$ cat config.mk
export PLATFORM = sky130hd
export DESIGN_NAME = analog_input_diag_interrupt
export DESIGN_NICKNAME = d
export VERILOG_FILES = /design/src/verilog/diag_pkg.sv /design/src/verilog/analog_input_diag_interrupt.sv
export SDC_FILE = /design/constraint.sdc
export NUM_CORES = 1
export LEC_CHECK = 0
export BUFFER_PORTS_ARGS = -buffer_cell sky130_fd_sc_hd__buf_2
export CAP_MARGIN = 30
export CORE_MARGIN = 3
export CORE_UTILIZATION = 48
export DETAILED_ROUTE_END_ITERATION = 10
export PLACE_DENSITY = 0.78
export SLEW_MARGIN = 10
export SYNTH_ARGS = -nofsm -noshare
export SYNTH_HDL_FRONTEND = slang
export SYNTH_SLANG_ARGS = --single-unit
$ cat constraint.sdc
create_clock -name core_clk -period 2.25 [get_ports core_clk]
set_input_delay 0.225 -clock core_clk [delete_from_list [all_inputs] [get_ports core_clk]]
set_output_delay 0.225 -clock core_clk [all_outputs]
set_load 0.005 [all_outputs]
$ cat src/verilog/diag_pkg.sv
// constants, field layouts and carrier types for the analog input diagnostic block
package diag_pkg;

  localparam int NUM_CH = 2;

  // timing
  localparam int TICK_NS       = 1000;
  localparam int CLK_PERIOD_NS = 25;
  localparam int TICK_CYCLES   = TICK_NS / CLK_PERIOD_NS;
  localparam int PRESC_W       = 6;

  // record selectors
  localparam logic [7:0]  REC_SHORT = 8'h00;
  localparam logic [7:0]  REC_FULL  = 8'h01;
  localparam logic [15:0] IDX_SHORT = 16'h2f00;
  localparam logic [15:0] IDX_FULL  = 16'h2f01;
  localparam int          LEN_SHORT = 4;
  localparam int          LEN_FULL  = 20;

  // record byte offsets
  localparam logic [4:0] OFS_SUMMARY  = 5'h00;
  localparam logic [4:0] OFS_MODCLASS = 5'h01;
  localparam logic [4:0] OFS_RSVD     = 5'h02;
  localparam logic [4:0] OFS_DETAIL   = 5'h03;
  localparam logic [4:0] OFS_CHKIND   = 5'h04;
  localparam logic [4:0] OFS_BITSPC   = 5'h05;
  localparam logic [4:0] OFS_CHCOUNT  = 5'h06;
  localparam logic [4:0] OFS_CHGROUP  = 5'h07;
  localparam logic [4:0] OFS_CH0      = 5'h08;
  localparam logic [4:0] OFS_CH1      = 5'h09;
  localparam logic [4:0] OFS_STAMP    = 5'h10;

  // fixed record contents
  localparam logic [7:0] MODCLASS_VAL = 8'h15;
  localparam logic [7:0] CHKIND_VAL   = 8'h71;
  localparam logic [7:0] BITSPC_VAL   = 8'h08;
  localparam logic [7:0] CHCOUNT_VAL  = 8'h02;

  // summary byte bits
  localparam int SUM_FAIL  = 0;
  localparam int SUM_INT   = 1;
  localparam int SUM_EXT   = 2;
  localparam int SUM_CHAN  = 3;
  localparam int SUM_AUX   = 4;
  localparam int SUM_PARAM = 7;
  // detail byte bits
  localparam int DET_BUFOVF = 3;
  localparam int DET_COMM   = 4;
  localparam int DET_LOST   = 6;
  // per-channel byte bits
  localparam int CE_PARAM  = 0;
  localparam int CE_ABOVE  = 1;
  localparam int CE_BELOW  = 2;
  localparam int CE_SUPPLY = 4;
  localparam int CE_LOST   = 5;
  localparam int CE_UNDER  = 6;
  localparam int CE_OVER   = 7;

  // measurement-side signals of one channel
  typedef struct packed {
    logic               param_err;
    logic               above_range;
    logic               below_range;
    logic               range_under;
    logic               range_over;
    logic               supply_fault;
    logic               meas_valid;
    logic signed [15:0] value;
    logic signed [15:0] upper_limit;
    logic signed [15:0] lower_limit;
  } chan_in_t;

  // whole block state
  typedef struct packed {
    logic [31:0]             ticker;
    logic [PRESC_W-1:0]      presc;
    logic [NUM_CH-1:0]       active;
    logic [NUM_CH-1:0][7:0]  ch_err;
    logic [NUM_CH-1:0]       lost_pi;
    logic [NUM_CH-1:0]       up_prev;
    logic [NUM_CH-1:0]       lo_prev;
    logic                    pi_valid;
    logic [7:0]              pi_upper;
    logic [7:0]              pi_lower;
    logic [15:0]             pi_ts;
    logic                    pi_emerg;
    logic                    diag_valid;
    logic                    diag_going;
    logic                    diag_ch;
    logic [31:0]             diag_ts;
    logic                    buf_ovf;
    logic                    rd_valid;
    logic [7:0]              rd_data;
    logic                    rd_err;
    logic                    fault_led;
    logic                    aux_s1;
    logic                    aux_s2;
  } state_t;

endpackage
$ cat src/verilog/analog_input_diag_interrupt.sv
// process and diagnostic interrupt reporting for a two-channel analog input module
`timescale 1ns/1ps
module analog_input_diag_interrupt
  import diag_pkg::*;
(
  // clock and reset
  input  wire logic                      core_clk,
  input  wire logic                      reset_n,
  // measurement side
  input  wire chan_in_t [NUM_CH-1:0]     chan_in,
  input  wire logic                      comm_error,
  input  wire logic                      aux_supply_missing,
  // configuration
  input  wire logic                      diag_enable,
  input  wire logic [NUM_CH-1:0]         limit_enable,
  input  wire logic                      od_path_sel,
  // process interrupt record
  output logic                           pi_valid,
  output logic [7:0]                     upper_limit_violation_flags,
  output logic [7:0]                     lower_limit_violation_flags,
  output logic [15:0]                    interrupt_timestamp_low,
  output logic                           pi_emergency,
  input  wire logic                      pi_ack,
  // diagnostic events
  output logic                           diag_valid,
  output logic                           diag_going,
  output logic                           diag_channel,
  output logic [31:0]                    diag_event_stamp,
  input  wire logic                      diag_ack,
  output logic                           module_fault_indicator,
  // record read port
  input  wire logic                      rd_req,
  input  wire logic                      rd_od_path,
  input  wire logic [7:0]                record_number,
  input  wire logic [15:0]               object_index,
  input  wire logic [4:0]                rd_byte,
  output logic                           rd_valid,
  output logic [7:0]                     rd_data,
  output logic                           rd_err
);

  state_t q;
  state_t d;

  // cause byte of one channel from live inputs and the lost flag
  function automatic logic [7:0] cause_byte(chan_in_t c, logic lost);
    logic [7:0] b;
    b = 8'h00;
    b[CE_PARAM]  = c.param_err;
    b[CE_ABOVE]  = c.above_range;
    b[CE_BELOW]  = c.below_range;
    b[CE_SUPPLY] = c.supply_fault;
    b[CE_LOST]   = lost;
    b[CE_UNDER]  = c.range_under;
    b[CE_OVER]   = c.range_over;
    return b;
  endfunction

  // one byte of the diagnostic record
  function automatic logic [7:0] rec_byte(state_t s, logic [4:0] ofs, logic comm);
    logic [7:0] b;
    b = 8'h00;
    unique case (ofs)
      OFS_SUMMARY: begin
        b[SUM_FAIL]  = |s.active;
        b[SUM_INT]   = s.buf_ovf | comm;
        b[SUM_EXT]   = s.ch_err[0][CE_SUPPLY] | s.ch_err[1][CE_SUPPLY];
        b[SUM_CHAN]  = |s.active;
        b[SUM_AUX]   = s.aux_s2;
        b[SUM_PARAM] = s.ch_err[0][CE_PARAM] | s.ch_err[1][CE_PARAM];
      end
      OFS_MODCLASS: b = MODCLASS_VAL;
      OFS_DETAIL: begin
        b[DET_BUFOVF] = s.buf_ovf;
        b[DET_COMM]   = comm;
        b[DET_LOST]   = |s.lost_pi;
      end
      OFS_CHKIND:   b = CHKIND_VAL;
      OFS_BITSPC:   b = BITSPC_VAL;
      OFS_CHCOUNT:  b = CHCOUNT_VAL;
      OFS_CHGROUP:  b = {6'h00, s.active};
      OFS_CH0:      b = s.ch_err[0];
      OFS_CH1:      b = s.ch_err[1];
      5'h10, 5'h11, 5'h12, 5'h13: b = s.diag_ts[8*(ofs-OFS_STAMP) +: 8];
      default:      b = 8'h00;
    endcase
    return b;
  endfunction

  // next-state logic
  always_comb begin
    logic [NUM_CH-1:0] up_rise;
    logic [NUM_CH-1:0] lo_rise;
    logic [NUM_CH-1:0][7:0] cause;
    logic [NUM_CH-1:0] need;
    logic              full_sel;
    logic              short_sel;
    logic              done;
    d = q;
    up_rise = '0;
    lo_rise = '0;
    cause = '0;
    need = '0;
    full_sel = 1'b0;
    short_sel = 1'b0;
    done = 1'b0;

    // aux supply pin synchroniser
    d.aux_s1 = aux_supply_missing;
    d.aux_s2 = q.aux_s1;

    // microsecond ticker, wraps by overflow
    if (q.presc == PRESC_W'(TICK_CYCLES - 1)) begin
      d.presc  = '0;
      d.ticker = q.ticker + 32'h0000_0001;
    end else begin
      d.presc = q.presc + PRESC_W'(1);
    end

    // limit comparison on each new sample
    for (int c = 0; c < NUM_CH; c++) begin
      if (chan_in[c].meas_valid) begin
        d.up_prev[c] = chan_in[c].value > chan_in[c].upper_limit;
        d.lo_prev[c] = chan_in[c].value < chan_in[c].lower_limit;
        up_rise[c] = d.up_prev[c] & ~q.up_prev[c] & limit_enable[c];
        lo_rise[c] = d.lo_prev[c] & ~q.lo_prev[c] & limit_enable[c];
      end
    end

    // process interrupt delivery; a new event wins over the ack
    if (pi_ack) begin
      d.pi_valid = 1'b0;
      d.lost_pi  = '0;
    end
    if (|(up_rise | lo_rise)) begin
      if (q.pi_valid && !pi_ack) begin
        d.lost_pi = q.lost_pi | up_rise | lo_rise;
      end else begin
        d.pi_valid = 1'b1;
        d.pi_upper = {6'h00, up_rise};
        d.pi_lower = {6'h00, lo_rise};
        d.pi_ts    = q.ticker[15:0];
        d.pi_emerg = od_path_sel;
      end
    end

    // diagnostic incoming and going events, one per cycle
    if (diag_ack) begin
      d.diag_valid = 1'b0;
      d.buf_ovf    = 1'b0;
    end
    for (int c = 0; c < NUM_CH; c++) begin
      cause[c] = cause_byte(chan_in[c], q.lost_pi[c]);
      need[c]  = (!q.active[c] && cause[c] != 8'h00) || (q.active[c] && cause[c] == 8'h00);
    end
    if (!diag_enable) begin
      d.active = '0;
      d.ch_err = '0;
    end else if (|need) begin
      if (q.diag_valid && !diag_ack) begin
        d.buf_ovf = 1'b1;
      end else begin
        for (int c = 0; c < NUM_CH; c++) begin
          if (need[c] && !done) begin
            done         = 1'b1;
            d.diag_valid = 1'b1;
            d.diag_ch    = 1'(c);
            d.diag_ts    = q.ticker;
            d.diag_going = q.active[c];
            d.active[c]  = !q.active[c];
            d.ch_err[c]  = q.active[c] ? 8'h00 : cause[c];
          end
        end
      end
    end
    // a live channel keeps its captured byte, later causes ignored until all clear

    d.fault_led = |d.active;

    // record reads, answered one cycle later
    full_sel  = rd_od_path ? (object_index == IDX_FULL) : (record_number == REC_FULL);
    short_sel = rd_od_path ? (object_index == IDX_SHORT) : (record_number == REC_SHORT);
    d.rd_valid = rd_req;
    d.rd_data  = 8'h00;
    d.rd_err   = 1'b0;
    if (rd_req) begin
      if ((full_sel && rd_byte < 5'(LEN_FULL)) ||
          (short_sel && rd_byte < 5'(LEN_SHORT))) begin
        d.rd_data = rec_byte(q, rd_byte, comm_error);
      end else begin
        d.rd_err = 1'b1;
      end
    end
  end

  // state register
  always_ff @(posedge core_clk or negedge reset_n) begin
    if (!reset_n) begin
      q <= '0;
    end else begin
      q <= d;
    end
  end

  // outputs straight from state
  assign pi_valid                    = q.pi_valid;
  assign upper_limit_violation_flags = q.pi_upper;
  assign lower_limit_violation_flags = q.pi_lower;
  assign interrupt_timestamp_low     = q.pi_ts;
  assign pi_emergency                = q.pi_emerg;
  assign diag_valid                  = q.diag_valid;
  assign diag_going                  = q.diag_going;
  assign diag_channel                = q.diag_ch;
  assign diag_event_stamp            = q.diag_ts;
  assign module_fault_indicator      = q.fault_led;
  assign rd_valid                    = q.rd_valid;
  assign rd_data                     = q.rd_data;
  assign rd_err                      = q.rd_err;
endmodule

Yosys cells after proc, flatten, opt, wreduce, memory -nomap -nowiden

Index checks and enable logic that the tools add are counted.

Register bits after elaboration: 133
Bits in latches: 0
RAM bits: 0
Bits in read-only memories: 0
Bits of input ports: 151
Word-level logic and storage cells: 153
Memories kept: 0

Add/subtract/negate cells: 3
$mul: 0
Divide/modulo/power cells: 0
Magnitude comparators: 6
Equal/unequal tests: 20
Shift operators: 1
Muxes and demuxes: 42
Bitwise operators: 20
Reduce and logical (&&, ||, !) cells: 35

Operator list:

| cell                    | number |
|---|---|
| $mux W35                | 3 |
| $mux W36                | 2 |
| $mux W34                | 2 |
| $mux W18                | 3 |
| $mux W8                 | 5 |
| $shiftx A32 B33 Y8      | 1 |
| $add A32 B1 Y32 const B | 1 |
| $eq A16 B14 Y1 const B  | 2 |
| $gt A16 B16 Y1          | 2 |
| $lt A16 B16 Y1          | 2 |
| $pmux W3 S8             | 1 |
| $eq A5 B3 Y1 const B    | 4 |
| $eq A5 B5 Y1 const B    | 4 |
| $mux W1                 | 17 |
| $logic_not A7 Y1        | 2 |
| $pmux W2 S7             | 1 |
| $reduce_bool A7 Y1      | 2 |
| $reduce_or A2 Y1        | 6 |
| $eq A5 B4 Y1 const B    | 2 |
| $logic_and A1 B1 Y1     | 9 |
| $mux W9                 | 1 |
| $and A1 B1 Y1           | 8 |
| $eq A8 B1 Y1 const B    | 1 |
| $logic_not A8 Y1        | 1 |
| 24 further kinds        | 45 |

Longest topological paths before layout

Depth after elaboration: 14
Gate-level depth with buffers: 11
Mapped depth without buffers: 9

Worst setup path after synthesis

OpenSTA, ideal clock, no wires.

Kind: input port to flip-flop
From: in chan_in[31] (netlist bit)
To: reg q, in the netlist interrupt_timestamp_low[10]
Setup time: 125 ps
Arrival: 2707 ps
Path slack: -582 ps
Stages: 10
Buffers on the path: 2
Cell sequence: inv_1 -> ha_1 -> nand4_2 -> a2111o_1 -> and4_4 -> or4_1 -> buf_2 -> a41oi_4 -> buf_12 -> mux2_4

Word-level cells in the longest chain between the ends: 7

RTL lines:

| element                     | line                               | RTL |
|---|---|---|
| start: declaration          | analog_input_diag_interrupt.sv:10  | `input wire chan_in_t [NUM_CH-1:0] chan_in,` |
| $gt A16 B16 Y1              | analog_input_diag_interrupt.sv:123 | `d.up_prev[c] = chan_in[c].value > chan_in[c].upper_limit;` |
| $and A1 B1 Y1 (2 in series) | analog_input_diag_interrupt.sv:125 | `up_rise[c] = d.up_prev[c] & ~q.up_prev[c] & limit_enable[c];` |
| $mux W1                     | analog_input_diag_interrupt.sv:122 | `if (chan_in[c].meas_valid) begin` |
| $or A2 B2 Y2                | analog_input_diag_interrupt.sv:135 | `if (\|(up_rise \| lo_rise)) begin` |
| $reduce_or A2 Y1            | analog_input_diag_interrupt.sv:135 |  |
| $reduce_and A2 Y1 (no line) | -                                  |  |
| end signal: assignment      | analog_input_diag_interrupt.sv:199 | `q <= '0;` |
| end signal: assignment      | analog_input_diag_interrupt.sv:201 | `q <= d;` |
| end: declaration            | analog_input_diag_interrupt.sv:42  | `state_t q;` |

No other way between the ends.
A chain may end at the register's enable or synchronous reset.

Worst setup path in the final report

From: in chan_in[43] (netlist bit)
To: reg q, in the netlist interrupt_timestamp_low[2]

Word-level cells in the longest chain between the ends: 7
Elaborated cells on any way between the ends: 11
Those cells by class: order compare (2); mux (2); bitwise (5); reduce/logical (2)

RTL lines:

| element                                          | line |
|---|---|
| $gt A16 B16 Y1 or $lt A16 B16 Y1 (tied branches) | analog_input_diag_interrupt.sv:123, analog_input_diag_interrupt.sv:124 |
| $and A1 B1 Y1 (on tied branches) (2 in series)   | analog_input_diag_interrupt.sv:125, analog_input_diag_interrupt.sv:126 |
| $mux W1                                          | analog_input_diag_interrupt.sv:122 |
| $or A2 B2 Y2 *                                   | analog_input_diag_interrupt.sv:135 |
| $reduce_or A2 Y1 *                               | analog_input_diag_interrupt.sv:135 |
| $reduce_and A2 Y1 (no line) *                    | - |

Every way passes the cells marked *; elsewhere a longest branch is shown, timed or not.

==> results.md <==
- Outcome: finished, violations left
- Failing checks: setup timing
- Clock sink count: 131
- Clock Skews: 0.00508 ns
- Top delay family on crit path: simple AND/OR/NAND/NOR gates
- Crit path cell chain: buf_2 > ha_4 > nand4_1 > nor2_1 > a211oi_2 > buf_4 > and4_4 > or4_4 > a41oi_4 > buf_12 > mux2_4
- Root Driver: clkbuf_16
- Worst Hold Class: in -> reg
- DIE HEIGHT: 135 µm
- TritonCTS Buffers: 17
- Die X: 135 µm
- WP data required: 2.55 ns
- Io pins: 231
- Critical path capture point type: register
- Stages on the worst setup path: 11
- Relative slew slack: 0.594
- Antenna violations before repair: 0
- CTS tree: yes
- Final wirelength: 21,300 µm
- Crit path DAT: 2.69 ns
- Gr usage total: 0.228
- Reg2reg start: q[87]$_DFF_PN0_
- WL met1: 8510 µm
- Hold depth: 2
- Synth unique cells: 59
- Die ar.: 18,300 µm²
- Switching Share: 0.258
- CTS max path bufs: 2
- Worst VDD drop: 0.402 mV
- Critical path's largest stage delay: 0.56 ns
- Kind of critical path: in -> reg
- Internal power: 4.87 mW
- Vias per cell: 5.30
- Gpl congestion: 0.886
- Clock transition at path regs: 0.06 ns
- WL/cell: 16.9 µm
- Layout Nets: 1,247
- Final setup violating endpoints: 19
- Hold Path Sink: pi_emergency$_DFFE_PN0P_
- First-pass GRT wire length: 33,100 µm
- Ys Warns: 0
- Met3 wire length: 1260 µm
- Vias in the first global route: 6,805
- Cell row count: 46
- Dpl hpwl: 15,800 µm
- Reg2Reg Setup Slack: -0.02 ns
- PortBufs: 218
- R2r worst-path depth: 7
- CP max stage cell: or4_4
- Synthesized area per cell: 10.2 µm²
- H-tree levels: 4
- Routed wl met2: 11,100 µm
- Initial Utilization: 0.499
- Hold Startpoint: od_path_sel
- Max layer used: met4
- Core area: 16,100 µm²
- Switch Pwr: 1.69 mW
- Pin count of the biggest net entering global routing: 51
- DR vias: 6,677
- Worst-Margin Slew: 0.609 ns
- Top FF cell, synth: dfrtp_1
- Final worst slack: -0.142 ns
- Worst hold slack: 0.0402 ns
- Post-synth EDFFs: 0
- Antenna Violating Nets Remaining: 0
- Min Tclk post-route: 2.39 ns
- # DRC: 0
- Global route overflow: 0
- RSZ-0062 raised after global routing: yes
- Final instance area: 10,700 µm²
- Startpoint Class: input port
- Cell Area, Synth: 8040 µm²
- Post-Place Cell Area: 9540 µm²
- RR Endpoint: diag_event_stamp[19]$_DFFE_PN0P_
- Syn Inst Count: 785
- Worst skew pair latency: 0.42 ns
- Share of cells above drive strength 1: 0.436
- Slew Viols, Final: 0
- WP buf/inv: 3
- Seq pwr share: 0.385
- Final period util: 1.06
- Sequential area share after synthesis: 0.408
- Static leakage: 5.49 nW
- Max Cap Violations: 0
- Worst Path Max Fanout: 9
- Initial drt markers: 340
- FFs w/ async S/R, synth: 1.00
- Max Freq: 418 MHz
- Final hold violations: 0
- Antenna diode count: 0
- Gate power share: 0.185
- Drt pass-1 iters: 7
- #FFs+latches synth: 131
- Layout area overhead: 32.4%
- Pwr/cell area: 616 nW/µm²
- Clk pwr share: 0.430
-- registers in the layout, indices dropped and copies added (netlist names), 2 cells and up --
name	flops
q	62
diag_event_stamp	32
interrupt_timestamp_low	16
rd_data	8
lower_limit_violation_flags	2
upper_limit_violation_flags	2
-- cells in the mapped netlist, drive strengths merged, types with 5 or more instances --
library cell,number,share of area
xor2,13,0.014
ha,65,0.10
buf,80,0.074
mux4,7,0.020
clkbuf,12,0.0056
nand4,20,0.016
o21ai,19,0.012
and4,5,0.0058
mux2,51,0.076
and2,5,0.0039
or4,6,0.0056
nor4,9,0.0078
a22o,14,0.015
xnor2,23,0.025
nand2b,7,0.0054
a211oi,10,0.0093
dfrtp,131,0.41
and3,11,0.0086
nand2,45,0.021
a21oi,37,0.023
nor2,43,0.020
nor2b,10,0.0078
o22ai,9,0.0070
nand3,12,0.0075
inv,75,0.035
a31oi,14,0.012
mux2i,6,0.0075
nor3,8,0.0050
-- cell families (layout without fill, tap and decap cells) --
family,Yosys count,in the layout,share of synthesized area
simple gates,188,188,0.121
buf+inv,167,415,0.115
compound gates,133,133,0.112
flops,131,131,0.408
fa+ha+maj,65,65,0.101
mux,64,64,0.103
xor+xnor,36,36,0.0392
other cells,1,12,0.000466
-- repair_timing --
action                                  CTS  global route
pin swaps                                 7            19
buffers inserted                          4             8
endpoints found under the setup margin   62            68
endpoints found under the hold margin    44             0
resized for setup                        36            31
gates cloned                              1             0
hold buffers                              5             0
-- how the worst max path moves through the flow --
stage | from | end | slack, ns
after global routing | chan_in[31] | interrupt_timestamp_low[2]$_DFFE_PN0P_ | -0.18
after CTS | chan_in[17] | interrupt_timestamp_low[7]$_DFFE_PN0P_ | -0.09
final | chan_in[43] | interrupt_timestamp_low[2]$_DFFE_PN0P_ | -0.14
after floorplan | chan_in[17] | interrupt_timestamp_low[10]$_DFFE_PN0P_ | -0.50
after detailed placement | chan_in[68] | interrupt_timestamp_low[2]$_DFFE_PN0P_ | -0.64
after global placement | chan_in[17] | interrupt_timestamp_low[6]$_DFFE_PN0P_ | -0.59
-- worst reg2reg max path, cell delays in order, from the launching register on --
cell and delay [ns]:
dfrtp_1 0.38, or4_4 0.45, nor4_4 0.36, ha_4 0.27, nand2b_4 0.08, nand3_4 0.12, buf_12 0.20, mux2_2 0.29
-- layout make-up --
type	count	area [µm²]
well taps	216	270
repair buffers	308	1890
multi-input cells	498	4310
clock inverters	12	155
flip-flops and latches	131	3280
clock buffers	20	457
fillers	1224	5470
inverters	75	294
-- metrics by stage --
| step | total power, mW | setup TNS (ns) | setup WS (ns) | cells | util |
|---|---|---|---|---|---|
| final | 6.56 | -2.22 | -0.142 | 1260 | 0.661 |
| after global routing | 6.86 | -6.50 | -0.175 | 1260 | 0.661 |
| after CTS | 6.56 | -0.803 | -0.0919 | 1253 | 0.648 |
| after detailed placement | 3.64 | -15.73 | -0.637 | 1211 | 0.592 |
| after global placement | 3.60 | -13.25 | -0.589 | 1211 | 0.592 |
| after floorplan | 3.18 | -8.13 | -0.503 | 796 | - |
-- layout by cell type (no fill, tap or decap), types with 8 or more instances in the layout --
master,synthesis,layout
o21ai_0,18,15
a31oi_1,13,10
nand2_1,45,45
xor2_1,13,13
buf_2,2,214
o22ai_1,9,9
mux2_2,41,34
dfrtp_1,131,131
clkbuf_16,0,17
ha_1,65,48
nand4_1,19,19
and3_1,11,11
a211oi_1,10,8
buf_4,74,78
nand3_1,12,10
a22o_1,14,14
xnor2_1,23,23
nor2b_1,10,9
conb_1,1,12
a21oi_1,37,33
inv_1,75,67
mux2_4,10,17
nor2_1,43,40
ha_4,0,16
-- per-layer routing --
layer / up-vias / track usage
met5: - / 0
met4: 0 / 0.0789
met3: 37 / 0.0438
met2: 256 / 0.404
met1: 3194 / 0.277
li1: 3190 / -
-- power by group through the flow --
stage	logic (mW)	clock network (mW)	registers (mW)
floorplan	0.633	0	2.55
global placement	1.05	0	2.55
detailed placement	1.07	0	2.56
CTS	1.18	2.86	2.52
global route	1.35	2.97	2.53
finish	1.22	2.82	2.53
Power figures use the tool's default switching activity.
